File: src/hw/cnc_pkg.sv
// constants, types and object indices shared by the node logic
// assumes one 125 MHz system clock; all times are turned into cycles here
package cnc_pkg;
  // clock rate
  localparam int CLK_MHZ = 125;
  // indicator flash phase length and its cycle count
  localparam int LED_PHASE_MS = 200;
  localparam int LED_PHASE_CYC = LED_PHASE_MS * 1000 * CLK_MHZ;
  // millisecond tick for the heartbeat
  localparam int MS_US = 1000;
  localparam int MS_CYC = MS_US * CLK_MHZ;
  // emergency holdoff unit (100 us) and its cycle count
  localparam int HOLDOFF_UNIT_US = 100;
  localparam int HOLDOFF_UNIT_CYC = HOLDOFF_UNIT_US * CLK_MHZ;
  // last indicator phase of a pattern (ten phases, 0 to 9)
  localparam logic [3:0] LED_LAST_PHASE = 4'h9;
  // backlash removal distance as a fraction of one rotation
  localparam int BACKOFF_NUM = 5;
  localparam int BACKOFF_DEN = 8;
  // object indices
  localparam logic [15:0] IDX_DEV_TYPE = 16'h1000;
  localparam logic [15:0] IDX_FAULT_SUM = 16'h1001;
  localparam logic [15:0] IDX_HISTORY = 16'h1003;
  localparam logic [15:0] IDX_SYNC_IDENTIFIER = 16'h1005;
  localparam logic [15:0] IDX_CYC_PER = 16'h1006;
  localparam logic [15:0] IDX_WIN_LEN = 16'h1007;
  localparam logic [15:0] IDX_GUARD = 16'h100C;
  localparam logic [15:0] IDX_LIFE = 16'h100D;
  localparam logic [15:0] IDX_EMERGENCY_IDENTIFIER = 16'h1014;
  localparam logic [15:0] IDX_HOLDOFF = 16'h1015;
  localparam logic [15:0] IDX_HEARTBEAT = 16'h1017;
  localparam logic [15:0] IDX_SDO = 16'h1200;
  localparam logic [15:0] IDX_RPDO = 16'h1400;
  localparam logic [15:0] IDX_TPDO = 16'h1800;
  localparam logic [15:0] IDX_STATUS = 16'h2020;
  localparam logic [15:0] IDX_NODE_ADDR = 16'h2026;
  localparam logic [15:0] IDX_BUS_BAUD = 16'h2027;
  // reset values and identifier bases
  localparam logic [31:0] SYNC_IDENTIFIER_RST = 32'h0000_0080;
  localparam logic [31:0] EMCY_BASE = 32'h0000_0080;
  localparam logic [31:0] RPDO_BASE = 32'h0000_0200;
  localparam logic [31:0] TPDO_BASE = 32'h0000_0180;
  localparam logic [31:0] SDO_RX_BASE = 32'h0000_0600;
  localparam logic [31:0] SDO_TX_BASE = 32'h0000_0580;
  localparam logic [15:0] HB_RST_MS = 16'h01F4;
  localparam logic [6:0] ADDR_RST = 7'h01;
  localparam logic [6:0] ADDR_SW_MAX_BUS = 7'h01;
  localparam logic [31:0] HIST_DEPTH = 32'h0000_0002;
  // field positions
  localparam int ST_ENC_ERR_BIT = 9;
  localparam int FS_GENERAL_BIT = 0;
  localparam int FS_COMM_BIT = 4;
  localparam int COB_INVALID_BIT = 31;
  // bit rates
  typedef enum logic [1:0] {CNC_RATE_125, CNC_RATE_250, CNC_RATE_500, CNC_RATE_1000} cnc_rate_t;
  localparam cnc_rate_t BUS_RATE_RST = CNC_RATE_250;
  // node states reported by the protocol engine
  typedef enum logic [1:0] {CNC_NMT_INIT, CNC_NMT_STOPPED, CNC_NMT_PREOP, CNC_NMT_OPER} cnc_nmt_t;
  // positioning sequencer
  typedef enum logic [1:0] {CNC_MV_IDLE, CNC_MV_BACK, CNC_MV_APPR, CNC_MV_CHECK} cnc_mv_t;
endpackage

File: src/hw/cnc_node.sv
// node logic: address and bit-rate selection, positioning sequencer,
// indicators, heartbeat, emergency pacing and communication objects
// assumes a protocol engine outside that frames messages and serves the
// object port, and a motor loop that pulses i_at_target on arrival
// Operation
// - address from tens and ones rotary switches
// - switches 00/01: address from object 2026
// - factory 00 without bus value: address 1
// - switches above 01: switch address, bus ignored
// - slide switch decodes bit rate or bus
// - loop mode, larger target: forward directly
// - loop mode, smaller target: overshoot 5/8, forward
// - loop after non-loop reverse: back off, forward
// - multiturn: mismatch sets status bit 9
// - non-loop mode: straight to target, either way
// - one SDO pair, two PDOs enabled
// - heartbeat every 500 ms by default
// - run indicator follows node state
// - fault indicator patterns by error kind
// - device type object reads zero
// - fault summary bits 0 and 4
// - two latest emergency codes kept
// - sync identifier writable, resets to 80h
// - emergency identifier 80h plus address
// - emergency holdoff spaces emergency sends
`timescale 1ns/1ps
module cnc_node #(
  parameter int REV_COUNTS = 1000, // position counts per output rotation
  parameter int LED_CYC = cnc_pkg::LED_PHASE_CYC, // cycles per flash phase
  parameter int MS_TICK_CYC = cnc_pkg::MS_CYC, // cycles per millisecond
  parameter int HOLD_TICK_CYC = cnc_pkg::HOLDOFF_UNIT_CYC // cycles per holdoff unit
) (
  input wire logic i_sys_clk,
  input wire logic i_reset,
  input wire logic [3:0] i_addr_tens,
  input wire logic [3:0] i_addr_ones,
  input wire logic [1:0] i_baud_sw,
  input wire logic i_od_req,
  input wire logic i_od_we,
  input wire logic [15:0] i_od_index,
  input wire logic [7:0] i_od_sub,
  input wire logic [31:0] i_od_wdata,
  input wire logic i_move_start,
  input wire logic i_loop_mode,
  input wire logic signed [31:0] i_target,
  input wire logic signed [31:0] i_cur_pos,
  input wire logic i_at_target,
  input wire logic i_multiturn,
  input wire logic signed [31:0] i_abs_pos,
  input wire cnc_pkg::cnc_nmt_t i_nmt_state,
  input wire logic i_warn_limit,
  input wire logic i_guard_event,
  input wire logic i_sync_loss,
  input wire logic i_bus_off,
  input wire logic i_motor_pwr,
  input wire logic i_emcy_event,
  input wire logic [15:0] i_emcy_code,
  output logic o_od_ack,
  output logic o_od_err,
  output logic [31:0] o_od_rdata,
  output logic [6:0] o_node_addr,
  output cnc_pkg::cnc_rate_t o_bit_rate,
  output logic o_drive_req,
  output logic o_drive_fwd,
  output logic signed [31:0] o_drive_target,
  output logic o_busy,
  output logic [15:0] o_status_word,
  output logic o_pdo_tx_en,
  output logic o_pdo_rx_en,
  output logic o_heartbeat,
  output logic o_emcy_send,
  output logic [15:0] o_emcy_code,
  output logic o_run_indicator,
  output logic o_fault_indicator,
  output logic o_motor_indicator
);
  import cnc_pkg::*;

  localparam logic signed [31:0] BACKOFF = 32'(REV_COUNTS * BACKOFF_NUM / BACKOFF_DEN);

  // whole state of the node
  typedef struct packed {
    logic [6:0] node_addr; // active address
    logic [6:0] bus_addr; // address set over the bus
    cnc_rate_t rate; // active bit rate
    cnc_rate_t bus_rate; // bit rate set over the bus
    logic [31:0] sync_identifier;
    logic [31:0] cyc_per;
    logic [31:0] win_len;
    logic [15:0] guard;
    logic [7:0] life;
    logic [15:0] hb_ms;
    logic [15:0] holdoff;
    logic [15:0] hist1; // newest emergency code
    logic [15:0] hist2; // one before
    logic tx_en;
    logic rx_en;
    logic enc_err;
    cnc_mv_t mv;
    logic drv_req; // a leg is running
    logic busy; // sequencer not idle
    logic signed [31:0] drv_tgt; // leg target given to the motor loop
    logic signed [31:0] final_tgt; // end point of the whole move
    logic fwd;
    logic last_rev; // previous move ended in reverse
    logic [31:0] ms_cnt;
    logic [15:0] hb_cnt;
    logic hb;
    logic [31:0] ph_cnt;
    logic [3:0] ph;
    logic run_indicator;
    logic fault_led;
    logic mot_led;
    logic [31:0] ho_cnt;
    logic [15:0] ho_left;
    logic emcy_pend;
    logic emcy;
    logic ack;
    logic err;
    logic [31:0] rdata;
  } cnc_state_t;

  cnc_state_t st_r; // registered state
  cnc_state_t st_nxt; // next state
  logic [6:0] sw_val; // decimal switch value
  logic sw_locked; // switches own the address
  logic comm_err; // any communication fault

  // decimal value of the two rotary digits
  function automatic logic [6:0] dec2(input logic [3:0] t, input logic [3:0] o);
    dec2 = 7'({3'h0, t} * 7'h0A + {3'h0, o});
  endfunction

  // signed position of a leg offset by the backoff distance
  function automatic logic signed [31:0] back_of(input logic signed [31:0] p);
    back_of = p - BACKOFF;
  endfunction

  assign sw_val = dec2(i_addr_tens, i_addr_ones);
  assign sw_locked = sw_val > ADDR_SW_MAX_BUS;
  assign comm_err = i_warn_limit | i_guard_event | i_sync_loss | i_bus_off;

  // next-state logic
  always_comb begin
    st_nxt = st_r;
    st_nxt.hb = 1'b0;
    st_nxt.emcy = 1'b0;
    st_nxt.ack = 1'b0;
    st_nxt.err = 1'b0;
    // address: switches win above 01, else bus value
    st_nxt.node_addr = sw_locked ? sw_val : st_r.bus_addr;
    // bit rate from slide switch, both off means bus value
    unique case (i_baud_sw)
      2'b01: st_nxt.rate = CNC_RATE_250;
      2'b10: st_nxt.rate = CNC_RATE_500;
      2'b11: st_nxt.rate = CNC_RATE_125;
      2'b00: st_nxt.rate = st_r.bus_rate;
    endcase
    // object port: one access per request, answered next cycle
    if (i_od_req) begin
      st_nxt.ack = 1'b1;
      st_nxt.rdata = 32'h0;
      unique case (i_od_index)
        IDX_DEV_TYPE: st_nxt.err = i_od_we;
        IDX_FAULT_SUM: begin
          st_nxt.err = i_od_we;
          st_nxt.rdata[FS_GENERAL_BIT] = comm_err | st_r.enc_err;
          st_nxt.rdata[FS_COMM_BIT] = comm_err;
        end
        IDX_HISTORY: begin
          st_nxt.err = i_od_we;
          if (i_od_sub == 8'h00) begin
            st_nxt.rdata = HIST_DEPTH;
          end else if (i_od_sub == 8'h01) begin
            st_nxt.rdata = {16'h0, st_r.hist1};
          end else if (i_od_sub == 8'h02) begin
            st_nxt.rdata = {16'h0, st_r.hist2};
          end else begin
            st_nxt.err = 1'b1;
          end
        end
        IDX_SYNC_IDENTIFIER: begin
          st_nxt.rdata = st_r.sync_identifier;
          if (i_od_we) st_nxt.sync_identifier = i_od_wdata;
        end
        IDX_CYC_PER: begin
          st_nxt.rdata = st_r.cyc_per;
          if (i_od_we) st_nxt.cyc_per = i_od_wdata;
        end
        IDX_WIN_LEN: begin
          st_nxt.rdata = st_r.win_len;
          if (i_od_we) st_nxt.win_len = i_od_wdata;
        end
        IDX_GUARD: begin
          st_nxt.rdata = {16'h0, st_r.guard};
          if (i_od_we) st_nxt.guard = i_od_wdata[15:0];
        end
        IDX_LIFE: begin
          st_nxt.rdata = {24'h0, st_r.life};
          if (i_od_we) st_nxt.life = i_od_wdata[7:0];
        end
        IDX_EMERGENCY_IDENTIFIER: begin
          st_nxt.err = i_od_we;
          st_nxt.rdata = EMCY_BASE + {25'h0, st_r.node_addr};
        end
        IDX_HOLDOFF: begin
          st_nxt.rdata = {16'h0, st_r.holdoff};
          if (i_od_we) st_nxt.holdoff = i_od_wdata[15:0];
        end
        IDX_HEARTBEAT: begin
          st_nxt.rdata = {16'h0, st_r.hb_ms};
          if (i_od_we) st_nxt.hb_ms = i_od_wdata[15:0];
        end
        IDX_SDO: begin
          st_nxt.err = i_od_we;
          // sub 1 receive channel, sub 2 transmit channel
          st_nxt.rdata = (i_od_sub == 8'h02) ? SDO_TX_BASE + {25'h0, st_r.node_addr}
                                             : SDO_RX_BASE + {25'h0, st_r.node_addr};
        end
        IDX_RPDO: begin
          st_nxt.rdata = RPDO_BASE + {25'h0, st_r.node_addr};
          st_nxt.rdata[COB_INVALID_BIT] = ~st_r.rx_en;
          if (i_od_we) st_nxt.rx_en = ~i_od_wdata[COB_INVALID_BIT];
        end
        IDX_TPDO: begin
          st_nxt.rdata = TPDO_BASE + {25'h0, st_r.node_addr};
          st_nxt.rdata[COB_INVALID_BIT] = ~st_r.tx_en;
          if (i_od_we) st_nxt.tx_en = ~i_od_wdata[COB_INVALID_BIT];
        end
        IDX_STATUS: begin
          st_nxt.err = i_od_we;
          st_nxt.rdata[ST_ENC_ERR_BIT] = st_r.enc_err;
        end
        IDX_NODE_ADDR: begin
          st_nxt.rdata = {25'h0, st_r.node_addr};
          // refused while the switches hold the address
          if (i_od_we && sw_locked) begin
            st_nxt.err = 1'b1;
          end else if (i_od_we) begin
            st_nxt.bus_addr = i_od_wdata[6:0];
          end
        end
        IDX_BUS_BAUD: begin
          st_nxt.rdata = {30'h0, st_r.bus_rate};
          if (i_od_we) st_nxt.bus_rate = cnc_rate_t'(i_od_wdata[1:0]);
        end
        default: st_nxt.err = 1'b1; // unknown object
      endcase
    end
    // positioning sequencer
    unique case (st_r.mv)
      CNC_MV_IDLE: begin
        if (i_move_start) begin
          st_nxt.final_tgt = i_target;
          st_nxt.enc_err = 1'b0;
          if (!i_loop_mode) begin
            // direct move either way
            st_nxt.mv = CNC_MV_APPR;
            st_nxt.drv_tgt = i_target;
            st_nxt.fwd = i_target >= i_cur_pos;
            st_nxt.last_rev = i_target < i_cur_pos;
          end else if (i_target < i_cur_pos) begin
            // overshoot below target, then come back forward
            st_nxt.mv = CNC_MV_BACK;
            st_nxt.drv_tgt = back_of(i_target);
            st_nxt.fwd = 1'b0;
          end else if (st_r.last_rev) begin
            // take up play left by an earlier reverse run
            st_nxt.mv = CNC_MV_BACK;
            st_nxt.drv_tgt = back_of(i_cur_pos);
            st_nxt.fwd = 1'b0;
          end else begin
            st_nxt.mv = CNC_MV_APPR;
            st_nxt.drv_tgt = i_target;
            st_nxt.fwd = 1'b1;
          end
        end
      end
      CNC_MV_BACK: begin
        // reverse leg done, final leg always forward
        if (i_at_target) begin
          st_nxt.mv = CNC_MV_APPR;
          st_nxt.drv_tgt = st_r.final_tgt;
          st_nxt.fwd = 1'b1;
          st_nxt.last_rev = 1'b0;
        end
      end
      CNC_MV_APPR: begin
        if (i_at_target) begin
          st_nxt.mv = i_multiturn ? CNC_MV_CHECK : CNC_MV_IDLE;
        end
      end
      CNC_MV_CHECK: begin
        // compare reached position with absolute encoder
        if (i_abs_pos != st_r.final_tgt) st_nxt.enc_err = 1'b1;
        st_nxt.mv = CNC_MV_IDLE;
      end
    endcase
    // leg and busy flags registered so the outputs come from flops
    st_nxt.drv_req = st_nxt.mv == CNC_MV_BACK || st_nxt.mv == CNC_MV_APPR;
    st_nxt.busy = st_nxt.mv != CNC_MV_IDLE;
    // heartbeat: millisecond ticks counted against the interval
    if (st_r.ms_cnt == 32'(MS_TICK_CYC - 1)) begin
      st_nxt.ms_cnt = 32'h0;
      if (st_r.hb_ms == 16'h0) begin
        st_nxt.hb_cnt = 16'h0;
      end else if (st_r.hb_cnt + 16'h1 >= st_r.hb_ms) begin
        st_nxt.hb_cnt = 16'h0;
        st_nxt.hb = 1'b1;
      end else begin
        st_nxt.hb_cnt = st_r.hb_cnt + 16'h1;
      end
    end else begin
      st_nxt.ms_cnt = st_r.ms_cnt + 32'h1;
    end
    // indicator phases, ten per pattern
    if (st_r.ph_cnt == 32'(LED_CYC - 1)) begin
      st_nxt.ph_cnt = 32'h0;
      st_nxt.ph = (st_r.ph == LED_LAST_PHASE) ? 4'h0 : st_r.ph + 4'h1;
    end else begin
      st_nxt.ph_cnt = st_r.ph_cnt + 32'h1;
    end
    // run indicator by node state
    unique case (i_nmt_state)
      CNC_NMT_STOPPED: st_nxt.run_indicator = st_r.ph == 4'h0;
      CNC_NMT_PREOP: st_nxt.run_indicator = ~st_r.ph[0];
      CNC_NMT_OPER: st_nxt.run_indicator = 1'b1;
      CNC_NMT_INIT: st_nxt.run_indicator = 1'b0;
    endcase
    // fault indicator, most severe error first
    if (i_bus_off) begin
      st_nxt.fault_led = 1'b1;
    end else if (i_sync_loss) begin
      st_nxt.fault_led = st_r.ph == 4'h0 || st_r.ph == 4'h2 || st_r.ph == 4'h4;
    end else if (i_guard_event) begin
      st_nxt.fault_led = st_r.ph == 4'h0 || st_r.ph == 4'h2;
    end else if (i_warn_limit) begin
      st_nxt.fault_led = st_r.ph == 4'h0;
    end else begin
      st_nxt.fault_led = 1'b0;
    end
    st_nxt.mot_led = i_motor_pwr;
    // emergency: history shift and paced sending
    if (st_r.ho_cnt == 32'(HOLD_TICK_CYC - 1)) begin
      st_nxt.ho_cnt = 32'h0;
      if (st_r.ho_left != 16'h0) st_nxt.ho_left = st_r.ho_left - 16'h1;
    end else begin
      st_nxt.ho_cnt = st_r.ho_cnt + 32'h1;
    end
    if (st_r.emcy_pend && st_r.ho_left == 16'h0) begin
      st_nxt.emcy = 1'b1;
      st_nxt.emcy_pend = 1'b0;
      st_nxt.ho_left = st_r.holdoff;
    end
    // a new event is never lost, even while the pending flag clears
    if (i_emcy_event) begin
      st_nxt.hist1 = i_emcy_code;
      st_nxt.hist2 = st_r.hist1;
      st_nxt.emcy_pend = 1'b1;
    end
  end

  // state register with synchronous reset
  always_ff @(posedge i_sys_clk) begin
    if (i_reset) begin
      st_r <= '0;
      st_r.node_addr <= ADDR_RST;
      st_r.bus_addr <= ADDR_RST;
      st_r.rate <= BUS_RATE_RST;
      st_r.bus_rate <= BUS_RATE_RST;
      st_r.sync_identifier <= SYNC_IDENTIFIER_RST;
      st_r.hb_ms <= HB_RST_MS;
      st_r.tx_en <= 1'b1;
      st_r.rx_en <= 1'b1;
      st_r.mv <= CNC_MV_IDLE;
    end else begin
      st_r <= st_nxt;
    end
  end

  // outputs straight from the state register
  assign o_od_ack = st_r.ack;
  assign o_od_err = st_r.err;
  assign o_od_rdata = st_r.rdata;
  assign o_node_addr = st_r.node_addr;
  assign o_bit_rate = st_r.rate;
  assign o_drive_req = st_r.drv_req;
  assign o_drive_fwd = st_r.fwd;
  assign o_drive_target = st_r.drv_tgt;
  assign o_busy = st_r.busy;
  assign o_status_word = {6'h0, st_r.enc_err, 9'h0};
  assign o_pdo_tx_en = st_r.tx_en;
  assign o_pdo_rx_en = st_r.rx_en;
  assign o_heartbeat = st_r.hb;
  assign o_emcy_send = st_r.emcy;
  assign o_emcy_code = st_r.hist1;
  assign o_run_indicator = st_r.run_indicator;
  assign o_fault_indicator = st_r.fault_led;
  assign o_motor_indicator = st_r.mot_led;
endmodule

File: config.mk
export PLATFORM = sky130hd
export DESIGN_NAME = cnc_node
export DESIGN_NICKNAME = d
export VERILOG_FILES = /design/src/hw/cnc_pkg.sv /design/src/hw/cnc_node.sv
export SDC_FILE = /design/constraint.sdc
export NUM_CORES = 1
export LEC_CHECK = 0
export BUFFER_PORTS_ARGS = -buffer_cell sky130_fd_sc_hd__buf_2
export CORE_ASPECT_RATIO = 1.2
export CORE_MARGIN = 2
export CORE_UTILIZATION = 25
export CTS_BUF_LIST = sky130_fd_sc_hd__clkbuf_8
export DETAILED_ROUTE_END_ITERATION = 10
export GPL_ROUTABILITY_DRIVEN = 0
export HOLD_SLACK_MARGIN = 0.15
export MAX_ROUTING_LAYER = met4
export PLACE_DENSITY = 0.43
export SLEW_MARGIN = 20
export SYNTH_ARGS = -nofsm -noshare
export SYNTH_HDL_FRONTEND = slang
export SYNTH_SLANG_ARGS = --single-unit
File: constraint.sdc
create_clock -name i_sys_clk -period 8.3 [get_ports i_sys_clk]
set_clock_uncertainty 0.05 [all_clocks]
set_input_delay 0.83 -clock i_sys_clk [delete_from_list [all_inputs] [get_ports i_sys_clk]]
set_output_delay 0.83 -clock i_sys_clk [all_outputs]
set_load 0.01 [all_outputs]
==> results_dict.tcl <==
set metrics [dict create \
    outcome "finished, final reports clean" \
    antenna_found_initial 10 \
    synthCells 2995 \
    fp-row-count 123 \
    dp_slack_ns 3.97 \
    fillers 10300 \
    numPortBuffers 295 \
    initial_utilization_pct 25.2 \
    hold_viol 0 \
    cts.sink_count 447 \
    clock.fmax_mhz 266 \
    grt_usage_pct 17.6 \
    setup_viol 0 \
    finalNetCount 3414 \
    synth-seq-cells 447 \
    die_area_sq_mm 0.0970 \
    pwr-share-comb_pct 11.5 \
    fp.dieH_um 341 \
    yosysUniqueCellTypes 86 \
    r2r_end "st_r[137]" \
    seq_area_frac_synth_pct 37.9 \
    pin_count 311 \
    drt_iter0_drc 1386 \
    met3_usage_pct 3.33 \
    hpwl_mm 61.0 \
    p_per_area_mw_per_mm2 187 \
    yosysMostFrequentCell "nand2_1" \
    leakagePower_nw 10.5 \
    routedWlPerCell_um 19.1 \
    route.vias.total 21500 \
    async_flop_share_pct 0 \
    grt-busiest-layer "met2" \
    switching_share_pct 28.9 \
    slew_headroom_pct 27.2 \
    pwr-share-clk_pct 44.4 \
    grt_pass1_wl_mm 129 \
    synth_flop_cell "dfxtp_1" \
    drt-pass1-iter-count 6 \
    holdBufCountCts 0 \
    ant_nets 0 \
    tns_ns 0 \
    fin_crit_ns 3.76 \
    clk_latency_ns 0.71 \
    drive_above_1_share_pct 15.6 \
    cts.htree.levels 3 \
    yosys_warnings 0 \
    clockRootBuffer "clkbuf_8" \
    seqPwrFrac_pct 44.1 \
    worstMarginPinSlew_ns 1.09 \
    rr_worst_depth 15 \
    switchingPower_mw 1.48 \
    synth_common_cells "nand2_1 (547), dfxtp_1 (447), a21oi_1 (296)" \
    grt-ovfl-total 0 \
    synth-edff-count 0 \
    finalWirelength_mm 85.3 \
    cp-start-kind "flop" \
    rsz0062_at_grt "false" \
    arrival_ns 4.33 \
    intPower_mw 3.64 \
    cts_tree "done" \
    syn_avg_cell_area_sq_um 7.89 \
    drc 0 \
    area_growth_pct 15.7 \
    grt_pass1_vias 21000 \
    gr-usage-met2_pct 28.7 \
    cts_made_buffers 87 \
    peakVddDrop_mv 0.131 \
    crit_end "st_r[137]" \
    hold_path.class "in -> reg" \
    fp.dieW_um 285 \
    drv_cap 0 \
    clkTransAtPathRegs_ns 0.06 \
    crit_type "reg -> reg" \
    final_max_slew_viol_count 0 \
    met1_usage_pct 22.1 \
    postCtsSetupBuffers 0 \
    fin_ws_ns 4.54 \
    routed_via_density 4.81 \
    core_sq_mm 0.0937 \
    synth_top_cell_area_share_pct 37.9 \
    ys_top_cells_by_area "dfxtp_1 (38%), nand2_1 (8.7%), a21oi_1 (6.3%)" \
    critPathMaxFanout 17 \
    startpoint "st_r[126]" \
    endpoint_kind "flop" \
    grt_max_degree 179 \
    finalCritPeriodShare_pct 45.3 \
    ff2ff_setup_slack_ns 4.54 \
    r2r-start "st_r[126]" \
    clock_tree.buffer_depth 3 \
    yosysTopAreaCell "dfxtp_1" \
    worstPathRequired_ns 8.87 \
    cts-resized-gates 0 \
    synth.cell_area_sq_mm 0.0236 \
]
worst min path at each step:
stage	cells past startpoint	slack, ns	start	end
floorplan	1	0.37	st_r[140]	st_r[140]
global placement	1	0.39	st_r[140]	st_r[140]
detailed placement	1	0.39	st_r[140]	st_r[140]
CTS	2	0.20	i_motor_pwr	o_motor_indicator
global route	2	0.23	i_baud_sw[1]	o_bit_rate[0]
finish	2	0.30	i_baud_sw[1]	o_bit_rate[0]
layer usage:
layer	up-vias	part of all wire, %
met1	10200	46
met3	144	5.0
li1	10600	-
met5	-	0
met2	590	47
met4	0	2.4
through the flow:
| step | hold slack, ns | instance area (sq um) | util (%) | power [mW] | instances |
|---|---|---|---|---|---|
| floorplan | 0.368 | 23700 | - | 2.66 | 3009 |
| global placement | 0.386 | 25600 | 27.3 | 2.89 | 4317 |
| detailed placement | 0.390 | 25600 | 27.3 | 2.89 | 4317 |
| CTS | 0.204 | 27300 | 29.1 | 5.21 | 4461 |
| global route | 0.229 | 27300 | 29.2 | 5.36 | 4467 |
| finish | 0.299 | 27300 | 29.2 | 5.11 | 4471 |
critical path: stages, from the launching register on:
cell and delay (ns):
dfxtp_1 0.41, and3_1 0.19, and3_1 0.20, and2_1 0.17, and4_1 0.26, and3_1 0.22, xor2_1 0.21, ha_1 0.28
a21o_1 0.18, a21o_1 0.16, a21o_1 0.20, nor3b_1 0.21, o211a_1 0.19, o21ai_1 0.35, o21ai_0 0.29, a21o_1 0.13
placed cells by master, fill, tap and decap left out, types with 38 or more instances in the layout:
cell type and count:
xnor2_1 77, nor3_1 43, dfxtp_1 447, o21ai_0 80, buf_2 294, inv_1 95
ha_1 62, nand2_1 546, nor2b_1 38, xor2_1 91, nand3_1 98, and3_1 39
mux2i_1 84, clkbuf_8 107, a21oi_1 295, nor2_1 283, nor4_1 44
flip-flops by register name (all words and copies together) (netlist names), 2 cells and up:
signal and flops:
o_drive_target 32, st_r 345, o_bit_rate 2, o_node_addr 7, o_emcy_code 16, o_od_rdata 32
area by class of cell:
type,instances,area (sq um),area share [%]
clock inverter,37,269,0.984
sequential,447,8950,32.7
inverter,75,282,1.03
tap,1250,1560,5.72
antenna,10,25.0,0.0915
timing repair buffer,327,1740,6.36
multi-input combinational,2218,13000,47.7
clock buffer,107,1470,5.39
kinds of logic (layout without fill, tap and decap cells):
kind of cell    after synthesis  after routing  synth area share, %
mux                          90             90                 3.84
fa+ha+maj                    64             64                 3.45
buf+inv                     344            546                 7.50
simple gates               1274           1274                 25.2
flops                       447            447                 37.9
other cells                   1             25               0.0159
compound gates              607            607                 15.9
xor+xnor                    168            168                 6.23
power by group through the flow:
stage | clock, mW | combinational [mW] | sequential [mW]
detailed placement | 0 | 0.589 | 2.30
floorplan | 0 | 0.386 | 2.28
global route | 2.46 | 0.643 | 2.26
finish | 2.27 | 0.588 | 2.26
global placement | 0 | 0.592 | 2.30
CTS | 2.36 | 0.591 | 2.26
(Power assumes the default switching activity.)
